==> src/rtl/liu_defs.svh <==
// constants of the line status block
`ifndef LIU_DEFS_SVH
`define LIU_DEFS_SVH
`define LIU_CLK_HZ 125000000
`define LIU_PERSIST_S 5
`define LIU_AIS_RUN 512
`define LIU_AIS_RUN_MAX 65535
`define LIU_WIN_W 5
`define LIU_UP_MASK 5'h1f
`define LIU_DOWN_MASK 5'h07
`define LIU_ADR_CTRL 4'h0
`define LIU_ADR_IRQ_EN 4'h4
`define LIU_ADR_STATUS 4'h8
`define LIU_ADR_IRQ_ST 4'hc
`define LIU_CTRL_MODE_LO 0
`define LIU_CTRL_MODE_HI 1
`define LIU_CTRL_SINGLE 2
`define LIU_ST_LOOP 3
`define LIU_ST_AIS 2
`define LIU_ST_LOS 1
`define LIU_ST_QRSS 0
`define LIU_CTRL_RESET 3'h0
`define LIU_EVT_RESET 4'h0
`define LIU_MODE_UP 2'h1
`define LIU_MODE_DOWN 2'h2
`define LIU_MODE_AUTO 2'h3
`endif

==> src/rtl/liu_pkg.sv <==
// types of the line status block
`default_nettype none
package liu_pkg;
	typedef enum logic [2:0] {
		LOOP_OFF = 3'h1,
		LOOP_SEARCH_UP = 3'h2,
		LOOP_ACTIVE = 3'h4
	} loop_state_t;
	typedef logic [1:0] loop_mode_t;
endpackage
`default_nettype wire

==> src/rtl/loop_detect_if.sv <==
// link between status logic and loop-code detector
`timescale 1ns/100ps
`default_nettype none
interface loop_detect_if;
	logic sel_down;
	logic restart;
	logic held;
	modport ctrl (output sel_down, output restart, input held);
	modport det (input sel_down, input restart, output held);
endinterface
`default_nettype wire

==> src/rtl/bit_sync.sv <==
// two-flop synchroniser, one per bit
`timescale 1ns/100ps
`default_nettype none
module bit_sync #(
	parameter int WIDTH = 4
) (
	input wire logic clk_i,
	input wire logic rst_i,
	input wire logic [WIDTH-1:0] async_i,
	output logic [WIDTH-1:0] sync_o
);
	logic [WIDTH-1:0] meta;
	generate
		if (WIDTH < 1) begin : g_chk
			$error("bit_sync needs WIDTH of at least 1");
		end
		for (genvar i = 0; i < WIDTH; i++) begin : g_bit
			always_ff @(posedge clk_i) begin
				if (rst_i) begin
					meta[i] <= 1'b0;
					sync_o[i] <= 1'b0;
				end else begin
					meta[i] <= async_i[i];
					sync_o[i] <= meta[i];
				end
			end
		end
	endgenerate
endmodule // bit_sync
`default_nettype wire

==> src/rtl/loop_code_detector.sv <==
// repeating loop-code detector with persistence timer
`timescale 1ns/100ps
`default_nettype none
`include "liu_defs.svh"
module loop_code_detector #(
	parameter longint PERSIST_CYC = 64'(`LIU_PERSIST_S) * 64'(`LIU_CLK_HZ)
) (
	// clock and reset
	input wire logic clk_i,
	input wire logic rst_i,
	// received line bits
	input wire logic bit_en_i,
	input wire logic bit_i,
	// control side
	loop_detect_if.det lc
);
	logic [`LIU_WIN_W-1:0] win;
	logic [`LIU_WIN_W-1:0] masked;
	logic match;
	logic [63:0] cnt;
	generate
		if (PERSIST_CYC < 1) begin : g_chk
			$error("PERSIST_CYC must be at least 1");
		end
	endgenerate
	// one 1 per period in the window: any rotation of 00001 or 001
	assign masked = win & (lc.sel_down ? `LIU_DOWN_MASK : `LIU_UP_MASK);
	always_ff @(posedge clk_i) begin
		if (rst_i) begin
			win <= '0;
		end else if (bit_en_i) begin
			win <= {win[`LIU_WIN_W-2:0], bit_i};
		end
	end
	always_ff @(posedge clk_i) begin
		if (rst_i || lc.restart) begin
			match <= 1'b0;
		end else if (bit_en_i) begin
			match <= (masked != '0) && ((masked & (masked - 1'b1)) == '0);
		end
	end
	always_ff @(posedge clk_i) begin
		if (rst_i || lc.restart || !match) begin
			cnt <= '0;
		end else if (cnt <= PERSIST_CYC) begin
			cnt <= cnt + 64'h1;
		end
	end
	assign lc.held = cnt > PERSIST_CYC;
endmodule // loop_code_detector
`default_nettype wire

==> src/rtl/liu_loop_code_alarm_status.sv <==
// line receive status: loop codes, alarms, interrupts, wishbone registers
// How it works
// - manual loop-up: set loop status after 00001 repeats over five seconds
// - manual loop-up: status stays while pattern arrives, clears when it stops
// - manual loop-down: set loop status after 001 repeats over five seconds
// - manual loop-down: status stays while pattern arrives, clears when it stops
// - in single-rail mode, loop status changes raise an interrupt in every loop mode when enabled
// - entering automatic mode clears loop status and searches for loop-up
// - automatic: loop-up over five seconds sets status and remote loop-back together
// - automatic: status stays high while remote loop-back is active
// - automatic: loop-down over five seconds releases loop-back, clears status
// - all-ones status bit follows received all-ones, interrupts when enabled
// - loss-of-signal status bit follows receiver, interrupts when enable bit 1 set
// - test pattern lock bit follows receiver, interrupts when enable bit 0 set
// - status and interrupt registers only work in single-rail mode
// - all-ones interrupt enable is bit 2 of the enable register
// - latched interrupt bits set on each change, cleared by reading them
//
// Our own choices: register access over Wishbone and the placing of the registers.
`timescale 1ns/100ps
`default_nettype none
`include "liu_defs.svh"
module liu_loop_code_alarm_status
	import liu_pkg::*;
#(
	parameter longint PERSIST_CYC = 64'(`LIU_PERSIST_S) * 64'(`LIU_CLK_HZ),
	parameter int AIS_RUN = `LIU_AIS_RUN
) (
	// clock and reset
	input wire logic clk_i,
	input wire logic rst_i,
	// wishbone slave
	input wire logic wb_cyc_i,
	input wire logic wb_stb_i,
	input wire logic wb_we_i,
	input wire logic [3:0] wb_adr_i,
	input wire logic [3:0] wb_sel_i,
	input wire logic [31:0] wb_dat_i,
	output logic [31:0] wb_dat_o,
	output logic wb_ack_o,
	// receive line pins
	input wire logic rx_bit_clk_i,
	input wire logic rx_data_i,
	input wire logic rx_los_i,
	input wire logic rx_qrss_lock_i,
	// outputs
	output logic remote_loop_o,
	output logic irq_o
);
	generate
		if (AIS_RUN < 1 || AIS_RUN > `LIU_AIS_RUN_MAX) begin : g_chk
			$error("AIS_RUN out of range");
		end
		// the persistence counter cannot time a zero span
		if (PERSIST_CYC < 1) begin : g_chk_persist
			$error("PERSIST_CYC must be at least 1");
		end
	endgenerate

	// pin synchronisers
	// pin levels reach the status register three clocks late
	logic [3:0] pins_s;
	bit_sync #(.WIDTH(4)) u_sync (
		.clk_i(clk_i),
		.rst_i(rst_i),
		.async_i({rx_bit_clk_i, rx_data_i, rx_los_i, rx_qrss_lock_i}),
		.sync_o(pins_s)
	);
	logic bclk_s;
	logic data_s;
	logic los_s;
	logic qrss_s;
	assign bclk_s = pins_s[3];
	assign data_s = pins_s[2];
	assign los_s = pins_s[1];
	assign qrss_s = pins_s[0];

	// rising edge of the line clock marks one received bit
	// line clock high and low must each span two clocks
	logic bclk_d;
	logic bit_en;
	always_ff @(posedge clk_i) begin
		if (rst_i) begin
			bclk_d <= 1'b0;
		end else begin
			bclk_d <= bclk_s;
		end
	end
	assign bit_en = bclk_s & ~bclk_d;

	// control registers
	logic [2:0] ctrl;
	logic [3:0] irq_en;
	loop_mode_t mode;
	logic single_rail;
	assign mode = {ctrl[`LIU_CTRL_MODE_HI], ctrl[`LIU_CTRL_MODE_LO]};
	assign single_rail = ctrl[`LIU_CTRL_SINGLE];

	// bus access
	logic wb_req;
	logic wr_take;
	logic rd_take;
	assign wb_req = wb_cyc_i & wb_stb_i & ~wb_ack_o;
	assign wr_take = wb_req & wb_we_i & wb_sel_i[0];
	assign rd_take = wb_req & ~wb_we_i;
	// a held strobe is masked by ack, so one request acts once
	logic hit_ctrl;
	logic hit_irq_en;
	logic hit_irq_st;
	assign hit_ctrl = wb_adr_i == `LIU_ADR_CTRL;
	assign hit_irq_en = wb_adr_i == `LIU_ADR_IRQ_EN;
	assign hit_irq_st = wb_adr_i == `LIU_ADR_IRQ_ST;

	always_ff @(posedge clk_i) begin
		if (rst_i) begin
			ctrl <= `LIU_CTRL_RESET;
		end else if (wr_take && hit_ctrl) begin
			ctrl <= wb_dat_i[2:0];
		end
	end

	always_ff @(posedge clk_i) begin
		if (rst_i) begin
			irq_en <= `LIU_EVT_RESET;
		end else if (wr_take && hit_irq_en) begin
			irq_en <= wb_dat_i[3:0];
		end
	end

	// loop-code detector
	loop_detect_if lc ();
	loop_code_detector #(.PERSIST_CYC(PERSIST_CYC)) u_det (
		.clk_i(clk_i),
		.rst_i(rst_i),
		.bit_en_i(bit_en),
		.bit_i(data_s),
		.lc(lc)
	);

	// automatic loop-back sequencing
	// leaving automatic mode drops loop-back at once
	loop_state_t state;
	loop_state_t next_state;
	loop_mode_t mode_d;
	logic loop_stat;
	logic next_loop_stat;

	always_comb begin
		next_state = state;
		unique case (state)
			LOOP_OFF: begin
				if (mode == `LIU_MODE_AUTO) begin
					next_state = LOOP_SEARCH_UP;
				end
			end
			LOOP_SEARCH_UP: begin
				if (mode != `LIU_MODE_AUTO) begin
					next_state = LOOP_OFF;
				end else if (lc.held) begin
					next_state = LOOP_ACTIVE;
				end
			end
			LOOP_ACTIVE: begin
				if (mode != `LIU_MODE_AUTO) begin
					next_state = LOOP_OFF;
				end else if (lc.held) begin
					next_state = LOOP_SEARCH_UP;
				end
			end
		endcase
	end

	always_comb begin
		unique case (next_state)
			LOOP_OFF: begin
				// manual modes follow the persistence timer directly
				next_loop_stat = (mode == `LIU_MODE_UP || mode == `LIU_MODE_DOWN) && lc.held;
			end
			LOOP_SEARCH_UP: begin
				next_loop_stat = 1'b0;
			end
			LOOP_ACTIVE: begin
				next_loop_stat = 1'b1;
			end
		endcase
	end

	// searching pattern: down in manual-down mode or while looped
	assign lc.sel_down = (state == LOOP_OFF) ? (mode == `LIU_MODE_DOWN) : (state == LOOP_ACTIVE);
	// restart timer on any mode or search change
	assign lc.restart = (next_state != state) || (mode != mode_d);

	always_ff @(posedge clk_i) begin
		if (rst_i) begin
			state <= LOOP_OFF;
			mode_d <= 2'h0;
		end else begin
			state <= next_state;
			mode_d <= mode;
		end
	end

	always_ff @(posedge clk_i) begin
		if (rst_i) begin
			loop_stat <= 1'b0;
			remote_loop_o <= 1'b0;
		end else begin
			loop_stat <= next_loop_stat;
			remote_loop_o <= (next_state == LOOP_ACTIVE);
		end
	end

	// all-ones run detection on the received stream
	// run counter saturates so it cannot wrap back to zero
	logic [15:0] ones_run;
	logic ais;
	always_ff @(posedge clk_i) begin
		if (rst_i) begin
			ones_run <= 16'h0;
		end else if (bit_en) begin
			if (!data_s) begin
				ones_run <= 16'h0;
			end else if (ones_run < 16'(AIS_RUN)) begin
				ones_run <= ones_run + 16'h1;
			end
		end
	end
	assign ais = ones_run >= 16'(AIS_RUN);

	// status register, live only in single-rail mode
	// leaving single-rail zeroes status without latching a change
	logic [3:0] status;
	logic [3:0] next_status;
	always_comb begin
		next_status = `LIU_EVT_RESET;
		if (single_rail) begin
			next_status[`LIU_ST_LOOP] = loop_stat;
			next_status[`LIU_ST_AIS] = ais;
			next_status[`LIU_ST_LOS] = los_s;
			next_status[`LIU_ST_QRSS] = qrss_s;
		end
	end
	always_ff @(posedge clk_i) begin
		if (rst_i) begin
			status <= `LIU_EVT_RESET;
		end else begin
			status <= next_status;
		end
	end

	// latched change bits, read clears, a new change wins
	logic [3:0] irq_st;
	logic [3:0] chg;
	logic irq_clr;
	assign chg = (status ^ next_status) & {4{single_rail}};
	assign irq_clr = rd_take && hit_irq_st;
	generate
		for (genvar i = 0; i < $bits(irq_st); i++) begin : g_irq
			always_ff @(posedge clk_i) begin
				if (rst_i) begin
					irq_st[i] <= 1'b0;
				end else if (chg[i]) begin
					irq_st[i] <= 1'b1;
				end else if (irq_clr) begin
					irq_st[i] <= 1'b0;
				end
			end
		end
	endgenerate

	always_ff @(posedge clk_i) begin
		if (rst_i) begin
			irq_o <= 1'b0;
		end else begin
			irq_o <= |(irq_st & irq_en);
		end
	end

	// read mux and acknowledge
	// unmapped words read zero, writes to them vanish
	logic [31:0] rd_data;
	always_comb begin
		rd_data = 32'h0;
		unique case (wb_adr_i)
			`LIU_ADR_CTRL: rd_data = {29'h0, ctrl};
			`LIU_ADR_IRQ_EN: rd_data = {28'h0, irq_en};
			`LIU_ADR_STATUS: rd_data = {28'h0, status};
			`LIU_ADR_IRQ_ST: rd_data = {28'h0, irq_st};
			default: rd_data = 32'h0;
		endcase
	end

	always_ff @(posedge clk_i) begin
		if (rst_i) begin
			wb_ack_o <= 1'b0;
			wb_dat_o <= 32'h0;
		end else begin
			wb_ack_o <= wb_req;
			wb_dat_o <= rd_take ? rd_data : 32'h0;
		end
	end
endmodule // liu_loop_code_alarm_status
`default_nettype wire

==> config.mk <==
export PLATFORM = sky130hd
export DESIGN_NAME = liu_loop_code_alarm_status
export DESIGN_NICKNAME = d
export VERILOG_FILES = /design/src/rtl/liu_pkg.sv /design/src/rtl/loop_detect_if.sv /design/src/rtl/bit_sync.sv /design/src/rtl/loop_code_detector.sv /design/src/rtl/liu_loop_code_alarm_status.sv
export VERILOG_INCLUDE_DIRS = /design/src /design/src/rtl
export SDC_FILE = /design/constraint.sdc
export NUM_CORES = 1
export LEC_CHECK = 0
export ABC_AREA = 1
export BUFFER_PORTS_ARGS = -buffer_cell sky130_fd_sc_hd__buf_2
export CORE_ASPECT_RATIO = 1.1
export CORE_UTILIZATION = 32
export CTS_CLUSTER_SIZE = 16
export DETAILED_ROUTE_END_ITERATION = 6
export SYNTH_ARGS = -nofsm -noshare
export SYNTH_HDL_FRONTEND = slang
export SYNTH_SLANG_ARGS = --single-unit
export TNS_END_PERCENT = 20
==> constraint.sdc <==
create_clock -name clk_i -period 3 [get_ports clk_i]
set_clock_uncertainty 0.15 [all_clocks]
set_input_delay 0 -clock clk_i [delete_from_list [all_inputs] [get_ports clk_i]]
set_output_delay 0 -clock clk_i [all_outputs]
set_load 0.005 [all_outputs]
### Yosys cells after proc, flatten, opt, wreduce, memory -nomap -nowiden

Index checks and enable logic that the tools add are counted.

| word-level totals | value |
|---|---|
| logic and storage cells | 103 |
| register bits after elaboration | 151 |
| bits of input ports | 49 |
| output and inout port bits | 35 |

| cells by class | value |
|---|---|
| multiplexer cells | 18 |
| $add $sub $neg | 3 |
| bitwise logic cells | 15 |
| equal/unequal tests | 16 |
| magnitude comparators | 4 |
| reduce and logical (&&, ||, !) cells | 20 |

Operators by type and width:

| cell | number |
|---|---|
| adder 64 x 1 -> 64 bit, second input constant | 1 |
| > comparator 64 x 30 -> 1 bit, second input constant | 1 |
| <= comparator 64 x 30 -> 1 bit, second input constant | 1 |
| two-way mux 16 bit | 2 |
| adder 16 x 1 -> 16 bit, second input constant | 1 |
| greater-or-equal comparator 16 x 10 -> 1 bit, second input constant | 1 |
| less-than comparator 16 x 10 -> 1 bit, second input constant | 1 |
| one-hot mux 4 bit (4 select lines) | 1 |
| two-way mux 3 bit | 5 |
| AND 5 bit | 2 |
| one-hot mux 3 bit (3 select lines) | 1 |
| AND 4 bit | 2 |
| equality test 4 bit, second input constant | 2 |
| nonzero test 2 bit | 4 |
| AND 1 bit | 6 |
| equality test 3 x 1 -> 1 bit, second input constant | 2 |
| equality test 3 x 2 -> 1 bit, second input constant | 2 |
| equality test 3 bit, second input constant | 2 |
| two-way mux 1 bit | 6 |
| logical AND 1 bit | 5 |
| zero test 5 bit | 1 |
| two-way mux 5 bit | 1 |
| nonzero test 5 bit | 1 |
| subtractor 5 x 1 -> 5 bit, second input constant | 1 |
| 16 further kinds | 24 |

### Logic depth before layout (Yosys ltp)

Gate-level depths: netlist of the first run.

| logic depth | value |
|---|---|
| depth in word-level cells | 8 |
| mapped depth | 18 |
| mapped depth without buffers | 16 |

### Cells and area by module

Synthesis of the first run repeated with hierarchy kept, for this count alone.

| unflattened totals | value |
|---|---|
| cell total of the unflattened synthesis | 868 |
| area total of the unflattened synthesis | 6,069.6 µm² |

Modules (own cells, without submodules):

| module | cells each | seq. area each (µm²) | area each (µm²) | times used |
|---|---|---|---|---|
| loop_code_detector | 504 | 1,401.3 | 3,458.3 | 1 |
| liu_loop_code_alarm_status | 339 | 900.9 | 2,379.8 | 1 |
| bit_sync | 25 | 160.2 | 231.5 | 1 |

### Worst setup path after synthesis of the first run

OpenSTA, ideal clock, no wires.

| path | value |
|---|---|
| path kind | register to register |
| start point | register u_det.cnt[21] |
| end point | register u_det.cnt[10] |
| data required time | 2,788 ps |
| arrival | 1,878 ps |
| path slack | 910 ps |
| path buffers | 2 |
| setup time | 62 ps |
| stages on the path, launching flop included | 18 |
| clock period less this slack | 2,090 ps |
| cell sequence | dfxtp_1 inv_1 nand2_1 nor2_1 nand2_1 nor2_1 inv_1 nor2_1 nand2_1 nand2_2 buf_6 nand4_1 nand3_1 nand2_1 nand2_2 nand4_4 buf_6 nor2_2 |

| on the way | value |
|---|---|
| word-level cells in the longest chain between the ends | 8 |
| elaborated cells between the ends (all ways) | 11 |
| classes of those cells | order compare: 2; eq/ne: 1; mux: 5; reduce/logical: 3 |

Ends and longest elaborated chain:

| what | RTL line | RTL |
|---|---|---|
| from (decl) | loop_code_detector.sv:20 | `logic [63:0] cnt;` |
| from (signal assigned) | loop_code_detector.sv:46 | `cnt <= cnt + 64'h1;` |
| > comparator 64 x 30 -> 1 bit | loop_code_detector.sv:49 | `assign lc.held = cnt > PERSIST_CYC;` |
| two-way mux 3 bit (on tied branches) | liu_loop_code_alarm_status.sv:166, liu_loop_code_alarm_status.sv:159 |  |
| two-way mux 3 bit (on tied branches) | liu_loop_code_alarm_status.sv:164, liu_loop_code_alarm_status.sv:157 |  |
| one-hot mux 3 bit (3 select lines) | liu_loop_code_alarm_status.sv:150 | `unique case (state)` |
| != test 3 bit | liu_loop_code_alarm_status.sv:191 | `assign lc.restart = (next_state != state) \|\| (mode != mode_d);` |
| logical OR 1 bit | liu_loop_code_alarm_status.sv:191 |  |
| logical OR 1 bit (2 in series) | loop_code_detector.sv:43 | `if (rst_i \|\| lc.restart \|\| !match) begin` |

Parallel ways exist; a longest one is shown, timed or not.
A chain may end at the register's enable or synchronous reset.

### Worst setup path in the final report of the first run

| path | value |
|---|---|
| start point | register u_det.cnt[10] |
| end point | register u_det.cnt[0] |

The elaborated chain is that of the path after synthesis.

==> results of run 1 <==
-- registers in the layout, indices dropped and copies added, names as in the netlist --
| register | flops |
|---|---|
| u_det.cnt | 64 |
| ones_run | 16 |
| u_det.win | 5 |
| irq_en | 4 |
| irq_st | 4 |
| status | 4 |
| u_sync.meta | 4 |
| u_sync.sync_o | 4 |
| wb_dat_o | 4 |
| ctrl | 3 |
| state | 3 |
| mode_d | 2 |
| bclk_d | 1 |
| irq_o | 1 |
| loop_stat | 1 |
| remote_loop_o | 1 |
| u_det.match | 1 |
| wb_ack_o | 1 |
-- cells in the final DEF, fill, tap and decap left out, types with 28 or more instances in the layout --
master	count
conb_1	28
nor3_1	28
nor2_1	90
nor2_2	60
dfxtp_1	123
inv_1	142
a21oi_1	34
nand2_1	100
nand3_1	29
-- report_power, final --
part           internal [mW]  total (mW)  switching [mW]  leakage (nW)
registers               1.65        1.65         0.00558         0.993
clock network           1.32        2.05           0.738         0.289
logic                 0.0459       0.116          0.0698          1.37
-- worst max-delay path, delay by kind of cell (launching register included) --
kind	cells	cell delay, ns
buf+inv	1	0.33
flops	1	0.39
simple gates	14	1.69
-- worst paths after layout --
kind	startpoint	to	slack, ns	cells after the start
worst max-delay path	u_det.cnt[10]	u_det.cnt[0]	0.39	15
worst min-delay path	wb_adr_i[2]	ctrl[0]	0.03	6
worst max register to register	u_det.cnt[10]	u_det.cnt[0]	0.39	15
worst min register to register	u_sync.meta[0]	u_sync.sync_o[0]	0.25	2
-- metrics by stage --
step / hold slack, ns / std cells
global placement: 0.0483 / 1007
finish: 0.0318 / 1061
CTS: 0.00613 / 1061
floorplan: -0.0430 / 783
global route: 0.0437 / 1061
detailed placement: 0.0570 / 1007
-- layer usage --
metal | global-route usage | vias to the layer above | part of all wire
li1 | - | 2400 | -
met1 | 0.146 | 1944 | 0.48
met2 | 0.201 | 55 | 0.46
met3 | 0.0464 | 19 | 0.035
met4 | 0.0539 | 0 | 0.019
met5 | 0 | - | 0
-- timing repair --
item / CTS / global route
hold buffers: 23 / 0
endpoints found under the hold margin: 38 / 0
endpoints found under the setup margin: 0 / 1
gates resized for setup: 0 / 0
-- cell families (layout without fill, tap and decap cells) --
family	count (synthesis)	in the layout	synth area share
AOI/OAI and AO/OA	72	72	0.0718
xor gates and xnor gates	30	30	0.0464
adders and majority gates	6	6	0.0132
buffers and inverters	187	231	0.152
DFF	123	123	0.435
other	1	28	0.000662
and+or+nand+nor	337	337	0.281
-- cell type report --
class,count,area share
Tap cell,234,0.0433
Sequential cell,123,0.364
Timing Repair Buffer,55,0.0643
Clock buffer,19,0.0654
Inverter,145,0.0804
Clock inverter,12,0.0218
Multi-Input combinational cell,473,0.361
==> results.json, run 1 <==
{
  "status": "complete, no violations",
  "wire_per_inst_microns": 9.78,
  "clockRootBuffer": "clkbuf_16",
  "ys_seq_area_frac": 0.435,
  "layout.area.seq_sq_um": 2460,
  "timing_worst_setup_path_type": "reg2reg",
  "clk_latency_ns": 0.42,
  "drv_cap": 0,
  "slew_viol_final": 0,
  "io_buffer_count": 24,
  "ys_top_cells_by_area": "dfxtp_1 (43%), inv_1 (9.4%), nand2_1 (6.6%), nor2_2 (6.6%), nor2_1 (6.0%)",
  "setup_ws_ns": 0.388,
  "power_density_nw_per_um2": 565,
  "setup_tns_ns": 0,
  "post_cts_buffers": 0,
  "synth_edf_count": 0,
  "multi_input_area_sq_um": 2440,
  "nFillCells": 1788,
  "cts_max_path_buffers": 2,
  "synthCells": 756,
  "cts_tree": "yes",
  "post-route-util": 0.393,
  "synth-seq-cells": 123,
  "slowest_delay_ns": 0.39,
  "grt_pass1_vias": 4124,
  "yosysUniqueCellTypes": 37,
  "fmax_mhz": 383,
  "power_leakage_nw": 2.65,
  "via_count": 4418,
  "end_kind": "flop",
  "wirelength_microns": 10400,
  "p_total_mw": 3.82,
  "postSynthAreaPerCell_sq_um": 7.50,
  "postRouteAntennaNets": 0,
  "cts.sinks": 123,
  "cts_buffers": 17,
  "max-vdd-ir-drop_uv": 395,
  "cpMostUsedCell": "nand2_1",
  "place_worst_setup_slack_ns": 0.369,
  "core_area_sq_um": 17200,
  "max_slew_margin": 0.595,
  "fin_crit_sh": 0.871,
  "overflow": 0,
  "cp_slowest_cell": "dfxtp_1",
  "cp_data_required_time_ns": 3.20,
  "hpwl_microns": 7130,
  "synth-main-ff-cell": "dfxtp_1",
  "yosysWarnings": 0,
  "core.rowCount": 50,
  "ys_top_cells_by_count": "inv_1 (142), dfxtp_1 (123), nand2_1 (100), nor2_1 (90), nor2_2 (60)",
  "drtPass1Iterations": 4,
  "hold_class": "in2reg",
  "area_growth_pct": 19.5,
  "arrival_ns": 2.82,
  "antenna_found_initial": 0,
  "fin_nets": 870,
  "tightest_slew_ns": 0.603,
  "avgViaCountPerCell": 4.16,
  "io_pins": 84,
  "postSynth.asyncResetShare": 0,
  "syn_area_sq_um": 5670,
  "drcViolationCount": 0,
  "grt_max_degree": 37,
  "rsz0062_at_grt": "false",
  "drive_gt1_frac": 0.163,
  "yosysTopAreaCellShare": 0.435,
  "antenna_cells_inserted": 0,
  "htreeDepth": 4,
  "start_util": 0.329,
  "cp-start-kind": "flop",
  "grt_pass1_wl_microns": 17800,
  "dieWidth_microns": 129,
  "hold_viol": 0,
  "place.gp.congestion": 0.821,
  "final_area_sq_um": 6770,
  "setup_violations": 0,
  "die_h_microns": 142,
  "worstPathCellList": "nand3_1, nor2_1, nand3_1, nand2_1, nand2_1, nand3_1, nand2_2, nand2_1, nand3_2, nand2_1, nand2_1, nand2_1, nand4_4, buf_4, nor2_1",
  "min_period_ns": 2.61,
  "synth_area_leader_cell": "dfxtp_1",
  "synth_most_common_cell": "inv_1",
  "clk_pin_slew_worst_paths_ns": 0.06,
  "die_area_sq_um": 18200,
  "drt_iter0_markers": 149,
  "crit_fanout": 14,
  "grt.total_usage": 0.124,
  "placed_area_sq_um": 5950
}
Power figures use the tool's default switching activity.
==> run 2, diff against run 1 <==
==> constraint.sdc (replaced) <==
create_clock -name clk_i -period 3.3 [get_ports clk_i]
set_clock_uncertainty 0.15 [all_clocks]
set_input_delay 0 -clock clk_i [delete_from_list [all_inputs] [get_ports clk_i]]
set_output_delay 0 -clock clk_i [all_outputs]
set_load 0.005 [all_outputs]
==> run 2 against run 1 <==
Wire length decreased by 1.5%. Hold slack improved by 0.015 ns. Register-to-register slack improved by 0.19 ns. Critical endpoint is now u_det.cnt[25]. Largest cell class unchanged. Highest routed layer unchanged.
==> results.json, run 2 (same netlist as run 1, synthesis figures left out) <==
{
  "grt.total_usage": 0.123,
  "rsz0062_at_grt": "false",
  "grt_max_degree": 37,
  "nFillCells": 1779,
  "slew_viol_final": 0,
  "die_area_sq_um": 18200,
  "antenna_found_initial": 0,
  "hold_class": "in2reg",
  "hold-worst-slack_ns": 0.0471,
  "end_kind": "flop",
  "cp_slowest_cell": "dfxtp_1",
  "postRouteAntennaNets": 0,
  "max-vdd-ir-drop_uv": 450,
  "cts_buffers": 17,
  "clk_pin_slew_worst_paths_ns": 0.05,
  "grt_pass1_vias": 4039,
  "cts_tree": "yes",
  "timing_worst_setup_path_type": "reg2reg",
  "drtPass1Iterations": 6,
  "drv_cap": 0,
  "wirelength_microns": 10200,
  "die_h_microns": 142,
  "antenna_cells_inserted": 0,
  "largest_register_ffs": 64,
  "fmax_mhz": 368,
  "layout_commonest_cell": "inv_1",
  "min_period_ns": 2.72,
  "max_slew_margin": 0.619,
  "setup_violations": 0,
  "drt_iter0_markers": 254,
  "power_leakage_nw": 2.67,
  "cp.buffers_inverters": 1,
  "largest-register": "u_det.cnt",
  "core.rowCount": 50,
  "tightest_slew_ns": 0.567,
  "arrival_ns": 2.92,
  "hpwl_microns": 7160,
  "mostFrequentLayoutCells": "inv_1 (142), dfxtp_1 (123), nand2_1 (100)",
  "worstPathCellList": "nand3_1, nor2_1, nand3_1, nand2_1, nand2_1, nand3_1, nand2_2, nand2_1, nand3_2, nand2_1, nand2_1, nand2_1, nand4_4, buf_12, nor2_2",
  "cts.sinks": 123,
  "core_area_sq_um": 17200,
  "drcViolationCount": 0,
  "io_pins": 84,
  "fin_nets": 869,
  "io_buffer_count": 24,
  "place.gp.congestion": 0.844,
  "grt_pass1_wl_microns": 17600,
  "cts_max_path_buffers": 2,
  "overflow": 0,
  "start_util": 0.329,
  "wire_per_inst_microns": 9.63,
  "htreeDepth": 4,
  "cp_top_family": "simple AND/OR/NAND/NOR gates",
  "setup_tns_ns": 0,
  "cp-start-kind": "flop",
  "fin_crit_sh": 0.824,
  "reg_top3": "u_det.cnt: 64 flops, ones_run: 16 flops, u_det.win: 5 flops",
  "cp_data_required_time_ns": 3.51,
  "hold_viol": 0,
  "clk_latency_ns": 0.42,
  "avgViaCountPerCell": 4.15,
  "power_density_nw_per_um2": 517,
  "drive_gt1_frac": 0.160,
  "dieWidth_microns": 129,
  "cpMostUsedCell": "nand2_1",
  "clockRootBuffer": "clkbuf_16",
  "crit_fanout": 19,
  "area_growth_pct": 20.0,
  "slowest_delay_ns": 0.40,
  "status": "complete, no violations",
  "via_count": 4403
}
-- run 2: cell type report --
class,count,area (sq um),share of cell area
Inverter,145,544,0.0801
Multi-Input combinational cell,473,2440,0.359
Clock buffer,25,505,0.0744
Timing Repair Buffer,54,440,0.0648
Tap cell,234,293,0.0431
Clock inverter,6,109,0.0160
Sequential cell,123,2460,0.362
-- run 2: per-stage QoR --
stage,utilization,area [sq um],instances,total power [mW],setup slack (ns)
2_1_floorplan,-,5770,783,1.62,1.21
3_3_place_gp,0.346,5950,1006,1.62,0.603
3_5_place_dp,0.346,5950,1006,1.62,0.576
4_1_cts,0.395,6800,1060,3.56,0.542
5_1_grt,0.395,6800,1060,3.65,0.251
6_report,0.395,6800,1060,3.52,0.581
-- run 2: path summary, 6_finish.rpt --
path	start	end	slack [ns]	depth (start not counted)
max	u_det.cnt[11]	u_det.cnt[25]	0.58	15
min	wb_adr_i[2]	ctrl[2]	0.05	6
max reg2reg	u_det.cnt[11]	u_det.cnt[25]	0.58	15
min reg2reg	u_sync.meta[0]	u_sync.sync_o[0]	0.25	2
-- run 2: routing by layer --
layer | share of wire | global-route usage | vias to the layer above
met4 | 0.014 | 0.0502 | 0
met2 | 0.47 | 0.199 | 56
met5 | 0 | 0 | -
met1 | 0.48 | 0.146 | 1929
li1 | - | - | 2402
met3 | 0.033 | 0.0445 | 16
-- run 2: worst reg2reg max path: stages (launching register included) --
cell and delay (ns):
dfxtp_1 0.40, nand3_1 0.18, nor2_1 0.17, nand3_1 0.09, nand2_1 0.09, nand2_1 0.06
nand3_1 0.11, nand2_2 0.12, nand2_1 0.09, nand3_2 0.12, nand2_1 0.09, nand2_1 0.05
nand2_1 0.11, nand4_4 0.41, buf_12 0.34, nor2_2 0.09
-- run 2: timing repair --
action,in CTS,in global routing
hold buffers,23,0
hold endpoints to repair,37,0
setup buffers,0,0
resized for setup,0,0
-- run 2: where the power goes --
group / internal, mW / switching, mW
clock network: 1.28 / 0.628
logic: 0.0416 / 0.0630
registers: 1.50 / 0.00531
